$ cat config.mk
export PLATFORM = sky130hd
export DESIGN_NAME = sfw_status_word
export DESIGN_NICKNAME = d
export VERILOG_FILES = /design/src/shared/sfw_pkg.sv /design/src/sfw_parity.sv /design/src/sfw_status_word.sv
export SDC_FILE = /design/constraint.sdc
export NUM_CORES = 1
export LEC_CHECK = 0
export ABC_AREA = 1
export BUFFER_PORTS_ARGS = -buffer_cell sky130_fd_sc_hd__buf_2
export CORE_AREA = 2 2 87 130
export CTS_BUF_LIST = sky130_fd_sc_hd__clkbuf_4 sky130_fd_sc_hd__clkbuf_8 sky130_fd_sc_hd__clkbuf_16
export DETAILED_ROUTE_END_ITERATION = 7
export DIE_AREA = 0 0 89 132
export SYNTH_ARGS = -nofsm -noshare
export SYNTH_HDL_FRONTEND = slang
export SYNTH_SLANG_ARGS = --single-unit
$ cat constraint.sdc
create_clock -name clock_i -period 0.9 [get_ports clock_i]
set_input_delay 0.09 -clock clock_i [delete_from_list [all_inputs] [get_ports clock_i]]
set_output_delay 0.09 -clock clock_i [all_outputs]
set_load 0.05 [all_outputs]
$ cat src/shared/sfw_pkg.sv
/*
 * Constants and types for the status flags word.
 * Assumes one core clock; all users refer to names as sfw_pkg::name.
 */
package sfw_pkg;

    // ********************************************************
    // Bus widths and register offsets
    // ********************************************************
    localparam int unsigned ADDR_W         = 8;
    localparam int unsigned DATA_W         = 8;
    localparam logic [7:0]  OFF_STATUS     = 8'h00;
    localparam logic [7:0]  OFF_BIT_ACCESS = 8'h01;
    localparam logic [7:0]  OFF_BANK_BASE  = 8'h02;

    // ********************************************************
    // Field positions in the status word
    // ********************************************************
    localparam int unsigned BIT_PARITY     = 0;
    localparam int unsigned BIT_USER_ONE   = 1;
    localparam int unsigned BIT_OVERFLOW   = 2;
    localparam int unsigned BIT_BANK_LOW   = 3;
    localparam int unsigned BIT_BANK_HIGH  = 4;
    localparam int unsigned BIT_USER_ZERO  = 5;

    // Bit access word: index in [2:0], value in bit 3
    localparam int unsigned BA_INDEX_LSB   = 0;
    localparam int unsigned BA_INDEX_MSB   = 2;
    localparam int unsigned BA_VALUE_BIT   = 3;

    // ********************************************************
    // Reset values and arithmetic limits
    // ********************************************************
    localparam logic        RST_FLAG       = 1'b0;
    localparam logic [1:0]  RST_BANK       = 2'h0;
    localparam logic [7:0]  RST_DATA       = 8'h00;
    localparam int unsigned BANK_SHIFT     = 3;
    localparam logic [15:0] PRODUCT_LIMIT  = 16'h00ff;

    // ********************************************************
    // Arithmetic instructions that touch the overflow flag
    // ********************************************************
    typedef enum logic [2:0] {
        SFW_OP_ADD,
        SFW_OP_SUM_WITH_CARRY,
        SFW_OP_SUBTRACT_WITH_BORROW,
        SFW_OP_PRODUCT,
        SFW_OP_DIVIDE
    } sfw_op_e;

endpackage

$ cat src/sfw_parity.sv
/*
 * Odd parity of a word, purely combinational.
 * Assumes the input is stable within the cycle it is used.
 */
`timescale 1ns/100ps

module sfw_parity #(
    parameter int unsigned WIDTH = 8
) (
    // Word in
    input  wire logic [WIDTH-1:0] data_i,
    // Odd parity out
    output wire logic             odd_o
);

    // One when the count of ones is odd
    assign odd_o = ^data_i;

endmodule

$ cat src/sfw_status_word.sv
/*
 * Low part of the processor status word: user flags, bank selector,
 * overflow flag and accumulator parity, with a simple register port.
 * Assumes the accumulator and instruction inputs come from logic on
 * clock_i, so they are used without synchronisers.
 */
// The implementer's own choices: the strobed register port and the address map.
`timescale 1ns/100ps

// Overview of operation
// - Two user flags, changed only by software
// - Bank selector picks one of four windows
// - Add family signed overflow sets overflow
// - Product above 255 sets overflow
// - Divide by zero sets overflow
// - Otherwise those instructions clear overflow
// - Parity is one for odd accumulator ones
module sfw_status_word (
    // Clock and reset
    input  wire logic                        clock_i,
    input  wire logic                        reset_n_i,
    // Register port
    input  wire logic [sfw_pkg::ADDR_W-1:0]  addr_i,
    input  wire logic [sfw_pkg::DATA_W-1:0]  wr_data_i,
    input  wire logic                        wr_strobe_i,
    input  wire logic                        rd_strobe_i,
    output logic      [sfw_pkg::DATA_W-1:0]  rd_data_o,
    // Datapath side
    input  wire logic                        op_valid_i,
    input  wire sfw_pkg::sfw_op_e            op_kind_i,
    input  wire logic [7:0]                  operand_a_i,
    input  wire logic [7:0]                  operand_b_i,
    input  wire logic                        carry_in_i,
    input  wire logic [7:0]                  accumulator_i,
    // Status outputs
    output logic                             user_flag_zero_o,
    output logic                             user_flag_one_o,
    output logic [1:0]                       bank_select_o,
    output logic [7:0]                       bank_base_o,
    output logic                             overflow_flag_o,
    output logic                             parity_flag_o,
    output logic [7:0]                       status_word_o
);

    // ********************************************************
    // Declarations
    // ********************************************************
    logic        user_flag_zero_reg;
    logic        user_flag_zero_next;
    logic        user_flag_one_reg;
    logic        user_flag_one_next;
    logic [1:0]  bank_select_reg;
    logic [1:0]  bank_select_next;
    logic        overflow_flag_reg;
    logic        overflow_flag_next;
    logic        parity_reg;
    logic        parity_next;
    logic [7:0]  bank_base_reg;
    logic [7:0]  bank_base_next;
    logic [7:0]  status_word_reg;
    logic [7:0]  status_word_next;
    logic [7:0]  rd_data_reg;
    logic [7:0]  rd_data_next;
    logic        parity_now;
    logic [8:0]  sum_wide;
    logic [8:0]  diff_wide;
    logic [15:0] product_wide;
    logic        add_overflow;
    logic        sub_overflow;
    logic        op_overflow;
    logic        wr_status;
    logic        wr_bit;
    logic [2:0]  bit_index;
    logic        bit_value;

    // ********************************************************
    // Parity of the accumulator
    // ********************************************************
    // Follows the accumulator within the same cycle
    sfw_parity #(
        .WIDTH (8)
    ) u_parity (
        .data_i (accumulator_i),
        .odd_o  (parity_now)
    );

    // ********************************************************
    // Overflow detection for the arithmetic instructions
    // ********************************************************
    // Carry only enters for the carry and borrow forms
    always_comb begin
        sum_wide     = {1'b0, operand_a_i} + {1'b0, operand_b_i}
                     + {8'h00, carry_in_i & (op_kind_i == sfw_pkg::SFW_OP_SUM_WITH_CARRY)};
        diff_wide    = {1'b0, operand_a_i} - {1'b0, operand_b_i} - {8'h00, carry_in_i};
        product_wide = {8'h00, operand_a_i} * {8'h00, operand_b_i};
        // Same signs in, different sign out
        add_overflow = (operand_a_i[7] == operand_b_i[7])
                     && (sum_wide[7] != operand_a_i[7]);
        // Different signs in, sign of result not that of a
        sub_overflow = (operand_a_i[7] != operand_b_i[7])
                     && (diff_wide[7] != operand_a_i[7]);
        case (op_kind_i)
            sfw_pkg::SFW_OP_ADD,
            sfw_pkg::SFW_OP_SUM_WITH_CARRY: begin
                op_overflow = add_overflow;
            end
            sfw_pkg::SFW_OP_SUBTRACT_WITH_BORROW: begin
                op_overflow = sub_overflow;
            end
            sfw_pkg::SFW_OP_PRODUCT: begin
                op_overflow = product_wide > sfw_pkg::PRODUCT_LIMIT;
            end
            sfw_pkg::SFW_OP_DIVIDE: begin
                op_overflow = operand_b_i == 8'h00;
            end
            default: begin
                op_overflow = 1'b0;
            end
        endcase
    end

    // ********************************************************
    // Write decode
    // ********************************************************
    assign wr_status = wr_strobe_i && (addr_i == sfw_pkg::OFF_STATUS);
    assign wr_bit    = wr_strobe_i && (addr_i == sfw_pkg::OFF_BIT_ACCESS);
    assign bit_index = wr_data_i[sfw_pkg::BA_INDEX_MSB:sfw_pkg::BA_INDEX_LSB];
    assign bit_value = wr_data_i[sfw_pkg::BA_VALUE_BIT];

    // ********************************************************
    // Status bits, next values
    // ********************************************************
    // Software writes first; an instruction in the same cycle wins on overflow
    always_comb begin
        user_flag_zero_next = user_flag_zero_reg;
        user_flag_one_next  = user_flag_one_reg;
        bank_select_next    = bank_select_reg;
        overflow_flag_next  = overflow_flag_reg;
        // Whole word write, parity and carry bits ignored
        if (wr_status) begin
            user_flag_zero_next = wr_data_i[sfw_pkg::BIT_USER_ZERO];
            user_flag_one_next  = wr_data_i[sfw_pkg::BIT_USER_ONE];
            bank_select_next    = {wr_data_i[sfw_pkg::BIT_BANK_HIGH],
                                   wr_data_i[sfw_pkg::BIT_BANK_LOW]};
            overflow_flag_next  = wr_data_i[sfw_pkg::BIT_OVERFLOW];
        end
        // Single bit write
        if (wr_bit) begin
            case (bit_index)
                3'(sfw_pkg::BIT_USER_ZERO): begin
                    user_flag_zero_next = bit_value;
                end
                3'(sfw_pkg::BIT_USER_ONE): begin
                    user_flag_one_next = bit_value;
                end
                3'(sfw_pkg::BIT_BANK_HIGH): begin
                    bank_select_next[1] = bit_value;
                end
                3'(sfw_pkg::BIT_BANK_LOW): begin
                    bank_select_next[0] = bit_value;
                end
                3'(sfw_pkg::BIT_OVERFLOW): begin
                    overflow_flag_next = bit_value;
                end
                default: begin
                    overflow_flag_next = overflow_flag_next;  // Parity, carry: no effect
                end
            endcase
        end
        // Each arithmetic instruction sets or clears overflow
        if (op_valid_i) begin
            overflow_flag_next = op_overflow;
        end
    end

    // Status bits, registered
    always_ff @(posedge clock_i or negedge reset_n_i) begin
        if (!reset_n_i) begin
            user_flag_zero_reg <= sfw_pkg::RST_FLAG;
            user_flag_one_reg  <= sfw_pkg::RST_FLAG;
            bank_select_reg    <= sfw_pkg::RST_BANK;
            overflow_flag_reg  <= sfw_pkg::RST_FLAG;
        end else begin
            user_flag_zero_reg <= user_flag_zero_next;
            user_flag_one_reg  <= user_flag_one_next;
            bank_select_reg    <= bank_select_next;
            overflow_flag_reg  <= overflow_flag_next;
        end
    end

    // ********************************************************
    // Output images, next values
    // ********************************************************
    // Built from next values so outputs match the bits one edge on
    always_comb begin
        parity_next      = parity_now;
        bank_base_next   = 8'({bank_select_next, 3'h0});
        status_word_next = 8'h00;
        status_word_next[sfw_pkg::BIT_USER_ZERO] = user_flag_zero_next;
        status_word_next[sfw_pkg::BIT_BANK_HIGH] = bank_select_next[1];
        status_word_next[sfw_pkg::BIT_BANK_LOW]  = bank_select_next[0];
        status_word_next[sfw_pkg::BIT_OVERFLOW]  = overflow_flag_next;
        status_word_next[sfw_pkg::BIT_USER_ONE]  = user_flag_one_next;
        status_word_next[sfw_pkg::BIT_PARITY]    = parity_now;
    end

    // Output images, registered
    always_ff @(posedge clock_i or negedge reset_n_i) begin
        if (!reset_n_i) begin
            parity_reg      <= sfw_pkg::RST_FLAG;
            bank_base_reg   <= sfw_pkg::RST_DATA;
            status_word_reg <= sfw_pkg::RST_DATA;
        end else begin
            parity_reg      <= parity_next;
            bank_base_reg   <= bank_base_next;
            status_word_reg <= status_word_next;
        end
    end

    // ********************************************************
    // Read path
    // ********************************************************
    // Data valid only in the cycle after the strobe, zero otherwise
    always_comb begin
        rd_data_next = sfw_pkg::RST_DATA;
        if (rd_strobe_i) begin
            case (addr_i)
                sfw_pkg::OFF_STATUS: begin
                    rd_data_next = 8'h00;
                    rd_data_next[sfw_pkg::BIT_USER_ZERO] = user_flag_zero_reg;
                    rd_data_next[sfw_pkg::BIT_BANK_HIGH] = bank_select_reg[1];
                    rd_data_next[sfw_pkg::BIT_BANK_LOW]  = bank_select_reg[0];
                    rd_data_next[sfw_pkg::BIT_OVERFLOW]  = overflow_flag_reg;
                    rd_data_next[sfw_pkg::BIT_USER_ONE]  = user_flag_one_reg;
                    rd_data_next[sfw_pkg::BIT_PARITY]    = parity_now;
                end
                sfw_pkg::OFF_BANK_BASE: begin
                    rd_data_next = 8'({bank_select_reg, 3'h0});
                end
                default: begin
                    rd_data_next = sfw_pkg::RST_DATA;    // Unmapped and write-only
                end
            endcase
        end
    end

    // Read data, registered
    always_ff @(posedge clock_i or negedge reset_n_i) begin
        if (!reset_n_i) begin
            rd_data_reg <= sfw_pkg::RST_DATA;
        end else begin
            rd_data_reg <= rd_data_next;
        end
    end

    // ********************************************************
    // Outputs
    // ********************************************************
    assign rd_data_o        = rd_data_reg;
    assign user_flag_zero_o = user_flag_zero_reg;
    assign user_flag_one_o  = user_flag_one_reg;
    assign bank_select_o    = bank_select_reg;
    assign bank_base_o      = bank_base_reg;
    assign overflow_flag_o  = overflow_flag_reg;
    assign parity_flag_o    = parity_reg;
    assign status_word_o    = status_word_reg;

endmodule

Yosys cells after proc, flatten, opt, wreduce, memory -nomap -nowiden --
Index checks and enable logic that the tools add are counted. W data, S select, Z words.
Cells by class: magnitude comparators 1, mux-type cells 17, bitwise gates (word level) 1, equal/unequal tests 15, multipliers 1, add/sub/neg operators 4, reductions and logical operators 9
Operator list (count):
- $gt A16 B8 Y1 const B | 1
- $logic_not A8 Y1 | 2
- $mul A8 B8 Y16 | 1
- $eq A3 B2 Y1 const B | 4
- $mux W1 | 12
- $pmux W6 S2 | 1
- $eq A3 B3 Y1 const B | 3
- $add A8 B1 Y8 | 1
- $add A8 B8 Y8 | 1
- $eq A8 B1 Y1 const B | 1
- $eq A8 B2 Y1 const B | 1
- $reduce_xor A8 Y1 | 1
- $sub A8 B1 Y8 | 1
- $sub A8 B8 Y8 | 1
- $eq A3 B1 Y1 const B | 2
- $mux W6 | 1
- $logic_and A1 B1 Y1 | 4
- $mux W2 | 2
- $pmux W1 S4 | 1
- $logic_not A3 Y1 | 1
- $ne A1 B1 Y1 | 3
- $reduce_or A2 Y1 | 1
- $and A1 B1 Y1 | 1
- $eq A1 B1 Y1 | 1
Storage, ports and cells: flip-flop bits (word level) 20, logic and storage cells 55, output and inout port bits 30, input bits 49

Depth between registers and ports, before layout --
depth in word-level cells 7, gate-level depth with buffers 27, depth with buffers taken out 26

Cells and area by module --
A second synthesis with hierarchy kept.
Unflattened totals: cells, all modules 587, area total of the unflattened synthesis 3749.8 µm²
Modules (own cells, without submodules):
- sfw_status_word | seq. area each 300.3 µm², area an instance 3573.4 µm², times used 1, cells each 540
- sfw_parity | seq. area each 0.0 µm², area an instance 176.4 µm², times used 1, cells each 47

Worst setup path after synthesis --
No wires, ideal clock.
path kind input port to flip-flop, from in operand_a_i[0], to reg status_word_reg[2] (netlist: status_word_o[2]), required time 779 ps, cell stages on the path 24, library setup time 121 ps, setup slack -2943 ps, data arrival time 3722 ps, cell sequence clkbuf_1 > nand2_1 > fa_1 > fa_1 > inv_1 > fa_1 > inv_1 > fa_1 > inv_1 > ha_1 > nand2_1 > nand2_1 > nand2_1 > nand2_1 > inv_1 > nand2_1 > xnor2_1 > nand2_1 > nor2_1 > nand2_1 > nand2_1 > nand2_1 > nand2_1 > nand2_1
On the way: word-level cells in the longest chain between the ends 6
Ends and longest elaborated chain:
- from (decl) | RTL line sfw_status_word.sv:31 | input wire logic [7:0] operand_a_i,
- branches (longest 4 deep; another with $mul A8 B8 Y16)
- $pmux W1 S4 (*) | RTL line sfw_status_word.sv:102 | case (op_kind_i)
- $mux W1 (*) | RTL line sfw_status_word.sv:171 | if (op_valid_i) begin
- net overflow_flag_next | RTL line sfw_status_word.sv:55 | logic overflow_flag_next;
- to (signal assigned) | RTL line sfw_status_word.sv:212 | status_word_reg <= sfw_pkg::RST_DATA;
- to (signal assigned) | RTL line sfw_status_word.sv:216 | status_word_reg <= status_word_next;
- to (decl) | RTL line sfw_status_word.sv:60 | logic [7:0] status_word_reg;
Mark *: on every way through the listed nets, which the timed path passes.

Final worst setup path --
from in operand_b_i[4], to reg status_word_reg[2] (netlist: status_word_o[2])
On the way: word-level cells in the longest chain between the ends 6
Ends and longest elaborated chain:
- from (decl) | RTL line sfw_status_word.sv:32 | input wire logic [7:0] operand_b_i,
- branches (longest 4 deep; another with $mul A8 B8 Y16)
- $pmux W1 S4 (*) | RTL line sfw_status_word.sv:102
- $mux W1 (*) | RTL line sfw_status_word.sv:171
- net overflow_flag_next | RTL line sfw_status_word.sv:55
Marked as above.

==> qor.csv <==
metric,value,unit
hp-class,in -> reg,
nets,793,
worst_clock_skew,0.00410,ns
post_synth.cell_area_avg,6.68,µm²
drtIter0Drc,100,
dr_total_vias,3546,
grt_usage,15.7,%
r2r-start,status_word_o[2],
period_share,396,%
synth_top_family_by_area,adder cells,
crit_top_cell,nand2_1,
r2r_setup_slack,-0.07,ns
grt_max_degree,13,
syn_to_final_growth,41.5,%
clkLatencyLatePin,0.25,ns
syn_inst,543,
cts.clk_slew.worst_paths,0.05,ns
synth_fa_ha_area_share,38.8,%
dieArea,0.0117,mm²
muxShareOfSynthArea,0.414,%
wl,9510,µm
slowest_delay,0.54,ns
final-max-slew-violation-count,0,
root_buffer,clkbuf_16,
synth_xor_area_share,3.14,%
drive_above_1_share,32.8,%
synth-compound-area-share,3.45,%
syn_area,0.00363,mm²
grt_antenna_before_repair,0,
violations,setup timing,
design_area,0.00513,mm²
fin_ws,-2.66,ns
critPathRequiredTime,1.03,ns
hold_path_startpoint,op_valid_i,
ys.warnings.count,0,
rsz0062_at_grt,yes,
hold_end,status_word_o[2],
fp.coreArea,0.0106,mm²
max_freq,281,MHz
numCtsBuffers,3,
clkSinkCount,12,
gr-total-overflow,0,
synthSimpleGateAreaFrac,24.3,%
max-vdd-ir-drop,827,µV
boundaryPins,79,
fp.dieW,89,µm
synthTopCellsByArea,"fa_1 20%, ha_1 19%, inv_1 16%, nand2_1 16%, dfrtp_1 8.3%",
synth_largest_area_cell,fa_1,
dpl_cell_area,0.00452,mm²
path_class,in -> reg,
antenna_left,0,
routedWlPerCell,11.9,µm
fin_crit,3.56,ns
cts_tree,yes,
worstReg2RegEnd,status_word_o[2],
diodes,0,
ys_seq_area_share,8.28,%
ys_ff_latch,12,
cts_max_level,1,
synth.distinct_cells,28,
synth_top_area_share,19.9,%
layout_commonest_cell,inv_1,
slowest_stage,fa_1,
multiInputGateArea,0.00289,mm²
io_buffers,66,
p_leak,0.00313,µW
num_rows,46,
gp_congestion,0.884,
dr.pass1.iters,4,
avgViaCountPerCell,4.45,
max_cap_viol_count,0,
dp_hpwl,7870,µm
path_max_fanout,9,
finalSetupTns,-4.45,ns
status,"complete, but fails checks",
die_h,132,µm
start_kind,primary input,
final-seq-area,307,µm²
final_cell_mix,"142 x inv_1, 126 x nand2_1, 63 x buf_4, 48 x ha_1, 32 x fa_1",
grt_pass1_wl,15000,µm
hold_viol_final,0,
holdPathStages,3,
r2r_cells,5,
grt_pass1_vias,3621,
drc,0,
worstSetupEndpointType,flop,
p_per_area,1690,mW/mm²
fillers,1062,
clock_path_buffers,2,
cp_data_arrival_time,3.70,ns
setup-violations-final,23,
initial_utilization,34.3,%
==> how the worst max path moves through the flow <==
| stage | from | endpoint | depth (start not counted) |
|---|---|---|---|
| CTS | operand_b_i[4] | status_word_o[2] | 25 |
| detailed placement | operand_a_i[3] | status_word_o[2] | 24 |
| global placement | operand_a_i[3] | status_word_o[2] | 24 |
| global route | operand_a_i[1] | status_word_o[2] | 25 |
| finish | operand_b_i[4] | status_word_o[2] | 25 |
| floorplan | operand_b_i[2] | status_word_o[2] | 25 |
==> critical path, delay by kind of cell <==
family	cells	cell delay, ns
and+or+nand+nor	15	0.91
buffers and inverters	5	0.30
adders and majority gates	5	2.39
==> cell usage after synthesis <==
| cell | n |
|---|---|
| inv_1 | 155 |
| nand2_1 | 150 |
| ha_1 | 55 |
| fa_1 | 36 |
| nor2_1 | 24 |
| nand3_1 | 20 |
| buf_4 | 18 |
| clkbuf_1 | 15 |
| dfrtp_1 | 12 |
| a21oi_1 | 10 |
| xnor2_1 | 8 |
| nand4_1 | 6 |
| nor3_1 | 6 |
| o21ai_0 | 6 |
| xor2_1 | 5 |
| nor4_1 | 3 |
| o21ai_1 | 3 |
| a21o_1 | 1 |
| a31oi_1 | 1 |
| buf_2 | 1 |
| conb_1 | 1 |
| mux2_4 | 1 |
| nand2_2 | 1 |
| nor4_4 | 1 |
| o21bai_1 | 1 |
| o41ai_1 | 1 |
| or2_2 | 1 |
| or2_4 | 1 |
==> state kept, by name, summed over array words and instances (netlist names) <==
signal         count
status_word_o      6
rd_data_o          6
==> cell type report <==
class                      count  share of cell area, %
tap                          144                   3.51
sequential                    12                   5.97
multi-input combinational    351                   56.3
timing repair buffer         130                   21.1
inverter                     155                   11.3
clock buffer                   4                   1.73
==> per-stage QoR <==
stage	setup slack (ns)	std cells	util [%]	power [µW]	hold WS (ns)
2_1_floorplan	-2.63	552	-	5260	-0.206
3_3_place_gp	-3.03	785	42.7	6760	-0.0239
3_5_place_dp	-3.05	785	42.7	6850	-0.0185
4_1_cts	-2.66	793	45.8	8050	0.0633
5_1_grt	-2.86	796	48.5	9550	0.0590
6_report	-2.66	796	48.5	8670	0.0533
==> metal layers <==
| layer | up-vias | share of wire, % | global-route usage [%] |
|---|---|---|---|
| met4 | 0 | 4.6 | 6.80 |
| met3 | 31 | 2.5 | 0.814 |
| li1 | 1775 | - | - |
| met1 | 1646 | 35 | 15.0 |
| met2 | 94 | 58 | 32.1 |
| met5 | - | 0 | 0 |
==> kinds of logic after synthesis <==
| family | after synthesis |
|---|---|
| muxes | 1 |
| AOI/OAI and AO/OA | 23 |
| and+or+nand+nor | 213 |
| DFF | 12 |
| adders and majority gates | 91 |
| other | 1 |
| buffers and inverters | 189 |
| xor gates and xnor gates | 13 |
==> report_power, final <==
| group | switching [µW] | internal, µW |
|---|---|---|
| sequential | 44.9 | 584 |
| combinational | 3990 | 3120 |
| clock | 255 | 673 |
| total | 4290 | 4380 |
==> timing repair <==
action | CTS | global route
hold endpoints to repair | 12 | 0
setup endpoints to repair | 27 | 27
hold buffers | 1 | 0
gates resized for setup | 65 | 75
pin swaps | 10 | 31
setup buffers | 3 | 3
(Power assumes the default switching activity.)
